<file path="src/shared/timer_clock_select_defines.vh">
// constants for the timer clock and clear select block
`ifndef TIMER_CLOCK_SELECT_DEFINES_VH
`define TIMER_CLOCK_SELECT_DEFINES_VH

// register byte offsets (channel registers: base + channel * stride; status is shared)
`define OFS_TIMER_CONTROL 6'h00
`define OFS_CLOCK_CONTROL 6'h04
`define OFS_COUNT_VALUE 6'h08
`define OFS_COMPARE_A 6'h0C
`define CHANNEL_STRIDE_BIT 4
`define OFS_STATUS 6'h20

// timer_control fields
`define TC_CLEAR_HI 4
`define TC_CLEAR_LO 3
`define TC_SOURCE_HI 2
`define TC_SOURCE_LO 0
`define TC_MASK 8'h1F

// counter_clock_control fields
`define CC_RESET_LEVEL 3
`define CC_EDGE 1
`define CC_DIVISOR 0
`define CC_MASK 8'h0B

// clear modes
`define CLEAR_NONE 2'h0
`define CLEAR_MATCH_A 2'h1
`define CLEAR_EXTERNAL 2'h3

// clock sources
`define SRC_STOP 3'h0
`define SRC_DIV_A 3'h1
`define SRC_DIV_B 3'h2
`define SRC_DIV_C 3'h3
`define SRC_CASCADE 3'h4
`define SRC_EXT_RISE 3'h5
`define SRC_EXT_FALL 3'h6
`define SRC_EXT_BOTH 3'h7

// prescaler taps: tap n toggles at pclk / 2^(n+1)
`define PRESCALE_W 13
`define TAP_DIV2 4'h0
`define TAP_DIV8 4'h2
`define TAP_DIV32 4'h4
`define TAP_DIV64 4'h5
`define TAP_DIV1024 4'h9
`define TAP_DIV8192 4'hC

// reset values
`define COUNT_RESET 8'h00
`define COMPARE_RESET 8'hFF
`define COUNT_ALL_ONES 8'hFF
`define CONTROL_RESET 8'h00
`define FLAGS_RESET 2'h0

`endif

</file>
<file path="src/design/timer_clock_select.v">
// two-channel 8-bit counter pair with clock source and external clear selection, APB slave
//
// Chosen here: the APB interface to the registers and the address map.
`timescale 1ns/1ns
`include "timer_clock_select_defines.vh"

module timer_clock_select #(
	parameter ADDR_W = 8
) (
	// apb
	input wire pclk,
	input wire presetn,
	input wire psel,
	input wire penable,
	input wire pwrite,
	input wire [ADDR_W-1:0] paddr,
	input wire [31:0] pwdata,
	output reg [31:0] prdata,
	output reg pready,
	output reg pslverr,
	// pins, index is channel
	input wire [1:0] ext_clock,
	input wire [1:0] external_clear_input,
	// status
	output reg [1:0] overflow_q,
	output reg [1:0] match_a_q
);

	////////////////////////////////////////////////////////////////
	wire [7:0] timer_control_q [0:1];
	wire [7:0] counter_clock_control_q [0:1];
	wire [7:0] count_value_q [0:1];
	wire [7:0] compare_a_q [0:1];
	// free-running prescaler shared by both channels
	reg [`PRESCALE_W-1:0] prescale_q;
	wire [`PRESCALE_W-1:0] prescale_d = prescale_q + {{(`PRESCALE_W-1){1'b0}}, 1'b1};
	wire [1:0] inc;
	wire [1:0] ovf_event;
	wire [1:0] match_pulse;
	wire both_cascade;
	wire access = psel & penable & pready;
	wire wr = access & pwrite;
	wire [5:0] addr = paddr[5:0];
	wire high_zero = (paddr[ADDR_W-1:6] == {(ADDR_W-6){1'b0}});
	wire ch_sel = addr[`CHANNEL_STRIDE_BIT];
	wire [5:0] reg_ofs = {2'b00, addr[3:0]};
	wire in_channels = high_zero & (addr[5] == 1'b0);
	wire is_status = high_zero & (addr == `OFS_STATUS);
	wire status_wr = wr & is_status;
	wire [1:0] overflow_d;
	wire [1:0] match_a_d;

	always @(posedge pclk or negedge presetn) begin
		if (!presetn) begin
			prescale_q <= {`PRESCALE_W{1'b0}};
		end else begin
			prescale_q <= prescale_d;
		end
	end

	// mutual cascade has no source: neither channel counts
	assign both_cascade = (timer_control_q[0][`TC_SOURCE_HI:`TC_SOURCE_LO] == `SRC_CASCADE) &&
		(timer_control_q[1][`TC_SOURCE_HI:`TC_SOURCE_LO] == `SRC_CASCADE);

	////////////////////////////////////////////////////////////////
	genvar ch;
	generate
		for (ch = 0; ch < 2; ch = ch + 1) begin : chan
			reg [7:0] control_q;
			reg [7:0] clock_control_q;
			reg [7:0] count_q;
			reg [7:0] compare_q;
			reg [2:0] clk_sync_q;
			reg [2:0] clr_sync_q;
			reg match_prev_q;
			reg [3:0] tap;
			reg div_tick;
			reg src_tick;
			wire [2:0] src = timer_control_q[ch][`TC_SOURCE_HI:`TC_SOURCE_LO];
			wire [1:0] clr_mode = timer_control_q[ch][`TC_CLEAR_HI:`TC_CLEAR_LO];
			wire edge_sel = counter_clock_control_q[ch][`CC_EDGE];
			wire div_sel = counter_clock_control_q[ch][`CC_DIVISOR];
			wire tap_now = prescale_q[tap];
			wire tap_next = prescale_d[tap];
			// flop 0 of each chain feeds flop 1 only
			wire ext_rise = clk_sync_q[1] & ~clk_sync_q[2];
			wire ext_fall = ~clk_sync_q[1] & clk_sync_q[2];
			wire clr_rise = clr_sync_q[1] & ~clr_sync_q[2];
			wire is_match = (count_value_q[ch] == compare_a_q[ch]);
			// level or rising edge, chosen per channel
			wire ext_clear = counter_clock_control_q[ch][`CC_RESET_LEVEL] ? clr_sync_q[1] : clr_rise;
			wire do_clear = ((clr_mode == `CLEAR_EXTERNAL) & ext_clear) |
				((clr_mode == `CLEAR_MATCH_A) & is_match);
			// register write strobes for this channel
			wire sel_reg = wr & in_channels & (ch_sel == ch);
			wire count_wr = sel_reg & (reg_ofs == `OFS_COUNT_VALUE);

			// divisor tap from source and divisor select
			always @* begin
				case (src)
					`SRC_DIV_A: tap = div_sel ? `TAP_DIV2 : `TAP_DIV8;
					`SRC_DIV_B: tap = div_sel ? `TAP_DIV32 : `TAP_DIV64;
					`SRC_DIV_C: tap = div_sel ? `TAP_DIV1024 : `TAP_DIV8192;
					default: tap = `TAP_DIV2;
				endcase
				div_tick = edge_sel ? (tap_now & ~tap_next) : (~tap_now & tap_next);
			end

			always @* begin
				case (src)
					`SRC_STOP: src_tick = 1'b0;
					`SRC_DIV_A, `SRC_DIV_B, `SRC_DIV_C: src_tick = div_tick;
					`SRC_CASCADE: src_tick = ~both_cascade & ((ch == 0) ? ovf_event[1] : match_pulse[0]);
					`SRC_EXT_RISE: src_tick = ext_rise;
					`SRC_EXT_FALL: src_tick = ext_fall;
					`SRC_EXT_BOTH: src_tick = ext_rise | ext_fall;
					default: src_tick = 1'b0;
				endcase
			end

			assign inc[ch] = src_tick & ~do_clear & ~count_wr;
			assign ovf_event[ch] = inc[ch] & (count_value_q[ch] == `COUNT_ALL_ONES);
			assign match_pulse[ch] = is_match & ~match_prev_q;
			assign timer_control_q[ch] = control_q;
			assign counter_clock_control_q[ch] = clock_control_q;
			assign count_value_q[ch] = count_q;
			assign compare_a_q[ch] = compare_q;
			// set wins over a software clear
			assign overflow_d[ch] = ovf_event[ch] | (overflow_q[ch] & ~(status_wr & ~pwdata[ch]));
			assign match_a_d[ch] = match_pulse[ch] | (match_a_q[ch] & ~(status_wr & ~pwdata[ch+2]));

			always @(posedge pclk or negedge presetn) begin
				if (!presetn) begin
					clk_sync_q <= 3'h0;
					clr_sync_q <= 3'h0;
					match_prev_q <= 1'b0;
					control_q <= `CONTROL_RESET;
					clock_control_q <= `CONTROL_RESET;
					count_q <= `COUNT_RESET;
					compare_q <= `COMPARE_RESET;
				end else begin
					clk_sync_q <= {clk_sync_q[1:0], ext_clock[ch]};
					clr_sync_q <= {clr_sync_q[1:0], external_clear_input[ch]};
					match_prev_q <= is_match;
					if (sel_reg & (reg_ofs == `OFS_TIMER_CONTROL))
						control_q <= pwdata[7:0] & `TC_MASK;
					if (sel_reg & (reg_ofs == `OFS_CLOCK_CONTROL))
						clock_control_q <= pwdata[7:0] & `CC_MASK;
					if (sel_reg & (reg_ofs == `OFS_COMPARE_A))
						compare_q <= pwdata[7:0];
					// software write beats clear, clear beats count
					if (count_wr)
						count_q <= pwdata[7:0];
					else if (do_clear)
						count_q <= `COUNT_RESET;
					else if (inc[ch])
						count_q <= count_q + 8'h01;
				end
			end
		end
	endgenerate

	// sticky flags in one process, one driver per output bit
	always @(posedge pclk or negedge presetn) begin
		if (!presetn) begin
			overflow_q <= `FLAGS_RESET;
			match_a_q <= `FLAGS_RESET;
		end else begin
			overflow_q <= overflow_d;
			match_a_q <= match_a_d;
		end
	end

	////////////////////////////////////////////////////////////////
	// apb read mux and one wait state
	reg [31:0] rd_data;
	always @* begin
		rd_data = 32'h0000_0000;
		if (is_status)
			rd_data = {28'h000_0000, match_a_q, overflow_q};
		else if (in_channels) begin
			case (reg_ofs)
				`OFS_TIMER_CONTROL: rd_data = {24'h00_0000, timer_control_q[ch_sel]};
				`OFS_CLOCK_CONTROL: rd_data = {24'h00_0000, counter_clock_control_q[ch_sel]};
				`OFS_COUNT_VALUE: rd_data = {24'h00_0000, count_value_q[ch_sel]};
				`OFS_COMPARE_A: rd_data = {24'h00_0000, compare_a_q[ch_sel]};
				default: rd_data = 32'h0000_0000;
			endcase
		end
	end

	always @(posedge pclk or negedge presetn) begin
		if (!presetn) begin
			pready <= 1'b0;
			pslverr <= 1'b0;
			prdata <= 32'h0000_0000;
		// pslverr for any address outside 0x00-0x1F and the status register at 0x20
		end else if (psel & penable & ~pready) begin
			pready <= 1'b1;
			pslverr <= ~(is_status | in_channels);
			prdata <= pwrite ? 32'h0000_0000 : rd_data;
		end else begin
			pready <= 1'b0;
			pslverr <= 1'b0;
		end
	end

endmodule

</file>
<file path="config.mk">
export PLATFORM = sky130hd
export DESIGN_NAME = timer_clock_select
export DESIGN_NICKNAME = d
export VERILOG_FILES = /design/src/design/timer_clock_select.v
export VERILOG_INCLUDE_DIRS = /design/src /design/src/shared
export SDC_FILE = /design/constraint.sdc
export NUM_CORES = 1
export LEC_CHECK = 0
export BUFFER_PORTS_ARGS = -buffer_cell sky130_fd_sc_hd__buf_2
export CORE_UTILIZATION = 30
export CTS_BUF_LIST = sky130_fd_sc_hd__clkbuf_4 sky130_fd_sc_hd__clkbuf_8
export CTS_CLUSTER_DIAMETER = 120
export DETAILED_ROUTE_END_ITERATION = 10
export GPL_ROUTABILITY_DRIVEN = 0
export GPL_TIMING_DRIVEN = 1
export PLACE_DENSITY_LB_ADDON = 0.1
export SLEW_MARGIN = 20
export SYNTH_ARGS = -nofsm -noshare
export SYNTH_HDL_FRONTEND = slang
export SYNTH_SLANG_ARGS = --single-unit
</file>
<file path="constraint.sdc">
create_clock -name pclk -period 8.6 [get_ports pclk]
set_input_delay 1.29 -clock pclk [delete_from_list [all_inputs] [get_ports pclk]]
set_output_delay 1.29 -clock pclk [all_outputs]
set_load 0.005 [all_outputs]
</file>
==> impl_metrics.tcl, run 1 <==
set metrics [dict create \
    path_cells "ha_1 -> nand3_4 -> nor4_4 -> mux2i_1 -> o31ai_2 -> and4b_1 -> o21ai_0 -> nand3_1 -> o21ai_0 -> a222oi_1" \
    antenna_found_initial 0 \
    route.detailed.drc 0 \
    die_x_um 134 \
    placed_cell_area_mm2 0.00555 \
    dr.pass1.iters 6 \
    dieArea_mm2 0.0181 \
    core_area_mm2 0.0172 \
    min-delay-start "chan[0].clk_sync_q[0]" \
    cpMostUsedCell "o21ai_0" \
    root_buffer "clkbuf_8" \
    finalCritPeriodShare_pct 42.2 \
    ys_seq_area_share_pct 42.7 \
    max_slew_margin_pct 29.9 \
    setup-tns-final_ns 0 \
    finalPower_mw 0.964 \
    netlist_area_mm2 0.00526 \
    postCtsResizedCells 0 \
    async_flop_share_pct 100 \
    status "complete, no violations" \
    grt_max_degree 74 \
    layoutNonFillerInstCount 788 \
    grt_usage_pct 16.6 \
    start_util_pct 30.5 \
    post-place-cells 772 \
    syn_avg_cell_area_um2 9.86 \
    cp_slowest_stage_delay_ns 0.81 \
    vias 4037 \
    endpoint_kind "flop" \
    synth_edf_count 0 \
    yosys.area.top_type "dfrtp_1" \
    io_buffers 38 \
    synth_flop_cell "dfrtp_1" \
    cts_hold_buf 0 \
    skew_ns 0.00970 \
    ys_ff_latch 89 \
    pin_count 87 \
    grt_pass1_wl_um 22700 \
    drv_slew 0 \
    cp_slowest_cell "o21ai_0" \
    maxCapViolCount 0 \
    htree_levels 3 \
    post-cts-setup-buffers 0 \
    tritoncts "yes" \
    r2r_start "prescale_q[0]" \
    hold_class "reg2reg" \
    crit_arrival_ns 3.88 \
    rsz0062_at_grt "false" \
    layout-drive-gt1-share_pct 21.1 \
    synth-simple-area-share_pct 16.5 \
    finalSetupViolations 0 \
    antenna_left 0 \
    synth_top_family_by_area "simple AND/OR/NAND/NOR gates" \
    pre_cts_ws_ns 4.67 \
    synthTopCellsByCount "dfrtp_1, nand2_1, o21ai_0, mux2_2, nor2_1" \
    crit_buf_inv 0 \
    synthXorXnorAreaFrac_pct 5.32 \
    synth_cell_types 75 \
    worstSetupStartpoint "prescale_q[0]" \
    yosys_warnings 0 \
    drtIter0Drc 238 \
    synth.most_common_cell "dfrtp_1" \
    hold_ws_ns 0.354 \
    wl_per_cell_um 17.8 \
    synth_area_leaders "dfrtp_1, dfstp_2, mux2_2" \
    totalWireLength_um 14000 \
    p_leak_nw 2.51 \
    required_ns 8.85 \
    rows 48 \
    diodes 0 \
    hold_viol 0 \
    ir_drop_uv 86.9 \
    clock_latency_ns 0.38 \
    cts_sinks 89 \
    dp.final_hpwl_um 10100 \
    fin_ws_ns 4.97 \
    cts_made_buffers 9 \
    grt_pass1_vias 3849 \
    worst_pin_slew_ns 1.04 \
    power_density_mw_per_mm2 167 \
    cts.clk_slew.worst_paths_ns 0.09 \
    max_freq_mhz 275 \
    num-nets-final 614 \
    crit_type "reg2reg" \
    synth_top_area_share_pct 34.7 \
    path_delay_family "compound AO/OA/AOI/OAI gates" \
    die_height_um 134 \
    cp-start-kind "flop" \
    routed_via_density 5.12 \
    grt-ovfl-total 0 \
    fin_util_pct 33.5 \
    critPathMaxFanout 8 \
    synthAdderAreaFrac_pct 1.66 \
    area_delta_synth_final_pct 9.65 \
    fin_crit_ns 3.63 \
    synth_mux_area_share_pct 11.9 \
    clockBufferDepth 2 \
    fin_area_mm2 0.00577 \
    netlist_instances 534 \
    synth_compound_area_share_pct 14.6 \
]
[cells in the final DEF, fill, tap and decap left out, drive strengths merged, types with 11 or more instances in the layout]
cell,count
dfstp,16
a21oi,14
nand2,57
xor2,12
nor2,27
inv,25
dfrtp,73
mux2i,22
clkbuf,11
mux2,30
buf,40
xnor2,20
o21ai,40
nand3,24
conb,24
[where the power goes]
group	leakage (nW)	switching, mW	internal, mW
clock network	0.117	0.162	0.175
registers	1.09	0.0422	0.447
logic	1.30	0.0761	0.0629
[path summary, 6_finish.rpt]
path                       cells past startpoint                    endpoint  slack, ns
max                                           10          chan[0].count_q[5]       4.97
min                                            0       chan[0].clk_sync_q[1]       0.35
max reg2reg                                   10          chan[0].count_q[5]       4.97
min reg2reg                                    0       chan[0].clk_sync_q[1]       0.35
max in group asynchronous                      2  chan[0].clock_control_q[1]       6.58
min in group asynchronous                      1               prescale_q[2]       0.77
[flip-flops by register name, summed over array words and instances, names as in the netlist]
name and flops:
chan.compare_q 16, chan.count_q 16, prescale_q 13, chan.control_q 10
prdata 8, chan.clk_sync_q 6, chan.clock_control_q 6, chan.clr_sync_q 6
chan.match_prev_q 2, match_a_q 2, overflow_q 2, pready 1
pslverr 1
[layout make-up]
type	instances	area (µm²)
inverters	25	93.8
fillers	1774	11500
clock inverters	5	78.8
repair buffers	40	208
flip-flops and latches	89	2250
multi-input cells	393	2720
clock buffers	11	145
well taps	225	282
[logic make-up after synthesis]
group / Yosys count
other: 1
DFF: 89
adders and majority gates: 7
AOI/OAI and AO/OA: 110
muxes: 55
xor gates and xnor gates: 32
buffers and inverters: 75
and+or+nand+nor: 165
[routing by layer]
layer	share of wire [%]	up-vias	GRT usage [%]
met2	42	123	23.5
met4	1.4	0	5.87
li1	-	1906	-
met3	4.4	12	2.18
met5	0	-	0
met1	52	1996	25.6
Note: power is estimated with default switching activity, not from simulation.
==> run 2: changes to the inputs <==
clock period = 2.9 ns   (was 8.6 ns; I/O delays follow)
==> run 2 against run 1 <==
  * Wire length is 6.9% higher
  * Final cell count is 8.4% higher
  * Critical path depth stayed put
  * Critical path type unchanged
  * Largest cell class unchanged
==> impl_metrics.tcl, run 2 (synthesized netlist as in run 1, its figures left out) <==
set metrics [dict create \
    comb_power_share_pct 20.4 \
    seqPwrFrac_pct 48.4 \
    layout-drive-gt1-share_pct 32.1 \
    num-nets-final 680 \
    grt_pass1_wl_um 23700 \
    clock_latency_ns 0.39 \
    wl_met3_um 667 \
    antenna_found_initial 0 \
    required_ns 3.16 \
    rows 48 \
    skew_ns 0.0138 \
    p_leak_nw 2.85 \
    hold_ws_ns 0.0991 \
    hold_class "in2async" \
    drtIter0Drc 236 \
    ir_drop_uv 200 \
    crit_type "reg2reg" \
    grt_usage_pct 17.6 \
    worstSetupStartpoint "chan[0].compare_q[2]" \
    n_fill_cell 1764 \
    io_buffers 38 \
    routed_via_density 5.03 \
    grt-ovfl-total 0 \
    dp.final_hpwl_um 11100 \
    setup-tns-final_ns 0 \
    totalWireLength_um 15000 \
    clockBufferDepth 2 \
    layoutNonFillerInstCount 854 \
    status "complete, no violations" \
    drv_slew 0 \
    grt_max_degree 54 \
    power_frac_clock_pct 31.2 \
    final_cell_mix "dfrtp_1, buf_4, nand2_1" \
    route.detailed.drc 0 \
    path_cells "xnor2_1 -> nand2_1 -> or4_4 -> inv_2 -> a32o_1 -> o211ai_1 -> or3_4 -> a311oi_2 -> xnor2_1 -> o21ai_1" \
    met2_length_um 6480 \
    hold_viol 0 \
    cp_slowest_stage_delay_ns 0.56 \
    maxCapViolCount 0 \
    area_delta_synth_final_pct 20.9 \
    endpoint_kind "flop" \
    vias 4299 \
    dieArea_mm2 0.0181 \
    reg.largest.list "chan.compare_q: 16 flops, chan.count_q: 16 flops, prescale_q: 13 flops" \
    rsz0062_at_grt "true" \
    sw_frac_of_total_pct 29.9 \
    finalSetupViolations 0 \
    cts_made_buffers 9 \
    start_util_pct 30.5 \
    top_layer "met4" \
    diodes 0 \
    cts_hold_buf 0 \
    grt_pass1_vias 4082 \
    htree_levels 3 \
    root_buffer "clkbuf_8" \
    power_density_mw_per_mm2 451 \
    core_area_mm2 0.0172 \
    path_delay_family "simple AND/OR/NAND/NOR gates" \
    pin_count 87 \
    finalPower_mw 2.87 \
    power.switching_mw 0.857 \
    cp-start-kind "flop" \
    wl_per_cell_um 17.6 \
    die_x_um 134 \
    intPower_mw 2.01 \
    cts.clk_slew.worst_paths_ns 0.10 \
    r2r_start "chan[0].compare_q[2]" \
    final_common_cell "dfrtp_1" \
    finalCritPeriodShare_pct 96.4 \
    die_height_um 134 \
    cts_sinks 89 \
    crit_arrival_ns 3.05 \
    crit_buf_inv 1 \
    tritoncts "yes" \
    max_freq_mhz 358 \
    worst_pin_slew_ns 0.732 \
    cp_slowest_cell "dfstp_2" \
    critPathMaxFanout 6 \
    antenna_left 0 \
    max_slew_margin_pct 51.2 \
    dr.pass1.iters 4 \
    fin_crit_ns 2.80 \
    cpMostUsedCell "xnor2_1" \
    post-place-cells 826 \
    met1_length_um 7610 \
]
==> run 2: cell count changes in the layout (fill, tap and decap cells not counted), sizes merged <==
cell / change
buf: +66
clkinv: +1
clkinvlp: +1
bufinv: -1
clkbuf: -1
==> run 2: per-layer routing <==
metal  GRT usage (%)  up-vias
met5               0        -
met3            2.33       15
li1                -     2045
met2            25.4      106
met1            26.5     2133
met4            6.37        0
==> run 2: final cells by class <==
type                            instances  area [µm²]  area share, %
Clock inverter                          6        57.6          0.904
Multi-Input combinational cell        393        2820           44.3
Inverter                               25        93.8           1.47
Sequential cell                        89        2250           35.3
Clock buffer                           10         138           2.16
Tap cell                              225         282           4.42
Timing Repair Buffer                  106         726           11.4
==> run 2: power groups by stage <==
| stage | logic, mW | registers [mW] | clock network (mW) |
|---|---|---|---|
| 6_report | 0.585 | 1.39 | 0.895 |
| 5_1_grt | 0.655 | 1.40 | 0.980 |
| 4_1_cts | 0.582 | 1.39 | 0.931 |
| 3_5_place_dp | 0.575 | 1.41 | 0 |
| 3_3_place_gp | 0.565 | 1.41 | 0 |
| 2_1_floorplan | 0.326 | 1.42 | 0 |
==> run 2: per-stage QoR <==
| stage | setup WS [ns] | util (%) | instance area [µm²] |
|---|---|---|---|
| after global routing | -0.0181 | 36.9 | 6360 |
| after global placement | -0.0234 | 34.5 | 5950 |
| after CTS | 0.00517 | 35.9 | 6190 |
| final | 0.104 | 36.9 | 6360 |
| after detailed placement | -0.0475 | 34.5 | 5950 |
| after floorplan | 0.146 | - | 5350 |
==> run 2: worst paths after layout <==
path	endpoint	slack (ns)	depth (start not counted)
max reg2reg	chan[0].count_q[7]	0.10	10
min reg2reg	chan[0].clk_sync_q[1]	0.35	0
min in group pclk	chan[0].clr_sync_q[0]	0.16	1
max	chan[0].count_q[7]	0.10	10
max in group asynchronous	chan[0].compare_q[6]	1.90	2
min	chan[0].clk_sync_q[0]	0.1	1
==> run 2: repair_timing <==
| action | 4_1_cts | 5_1_grt |
|---|---|---|
| cloned | 0 | 0 |
| setup buffers | 2 | 10 |
| pin swaps | 1 | 20 |
| endpoints found under the setup margin | 12 | 17 |
| gates resized for setup | 5 | 29 |
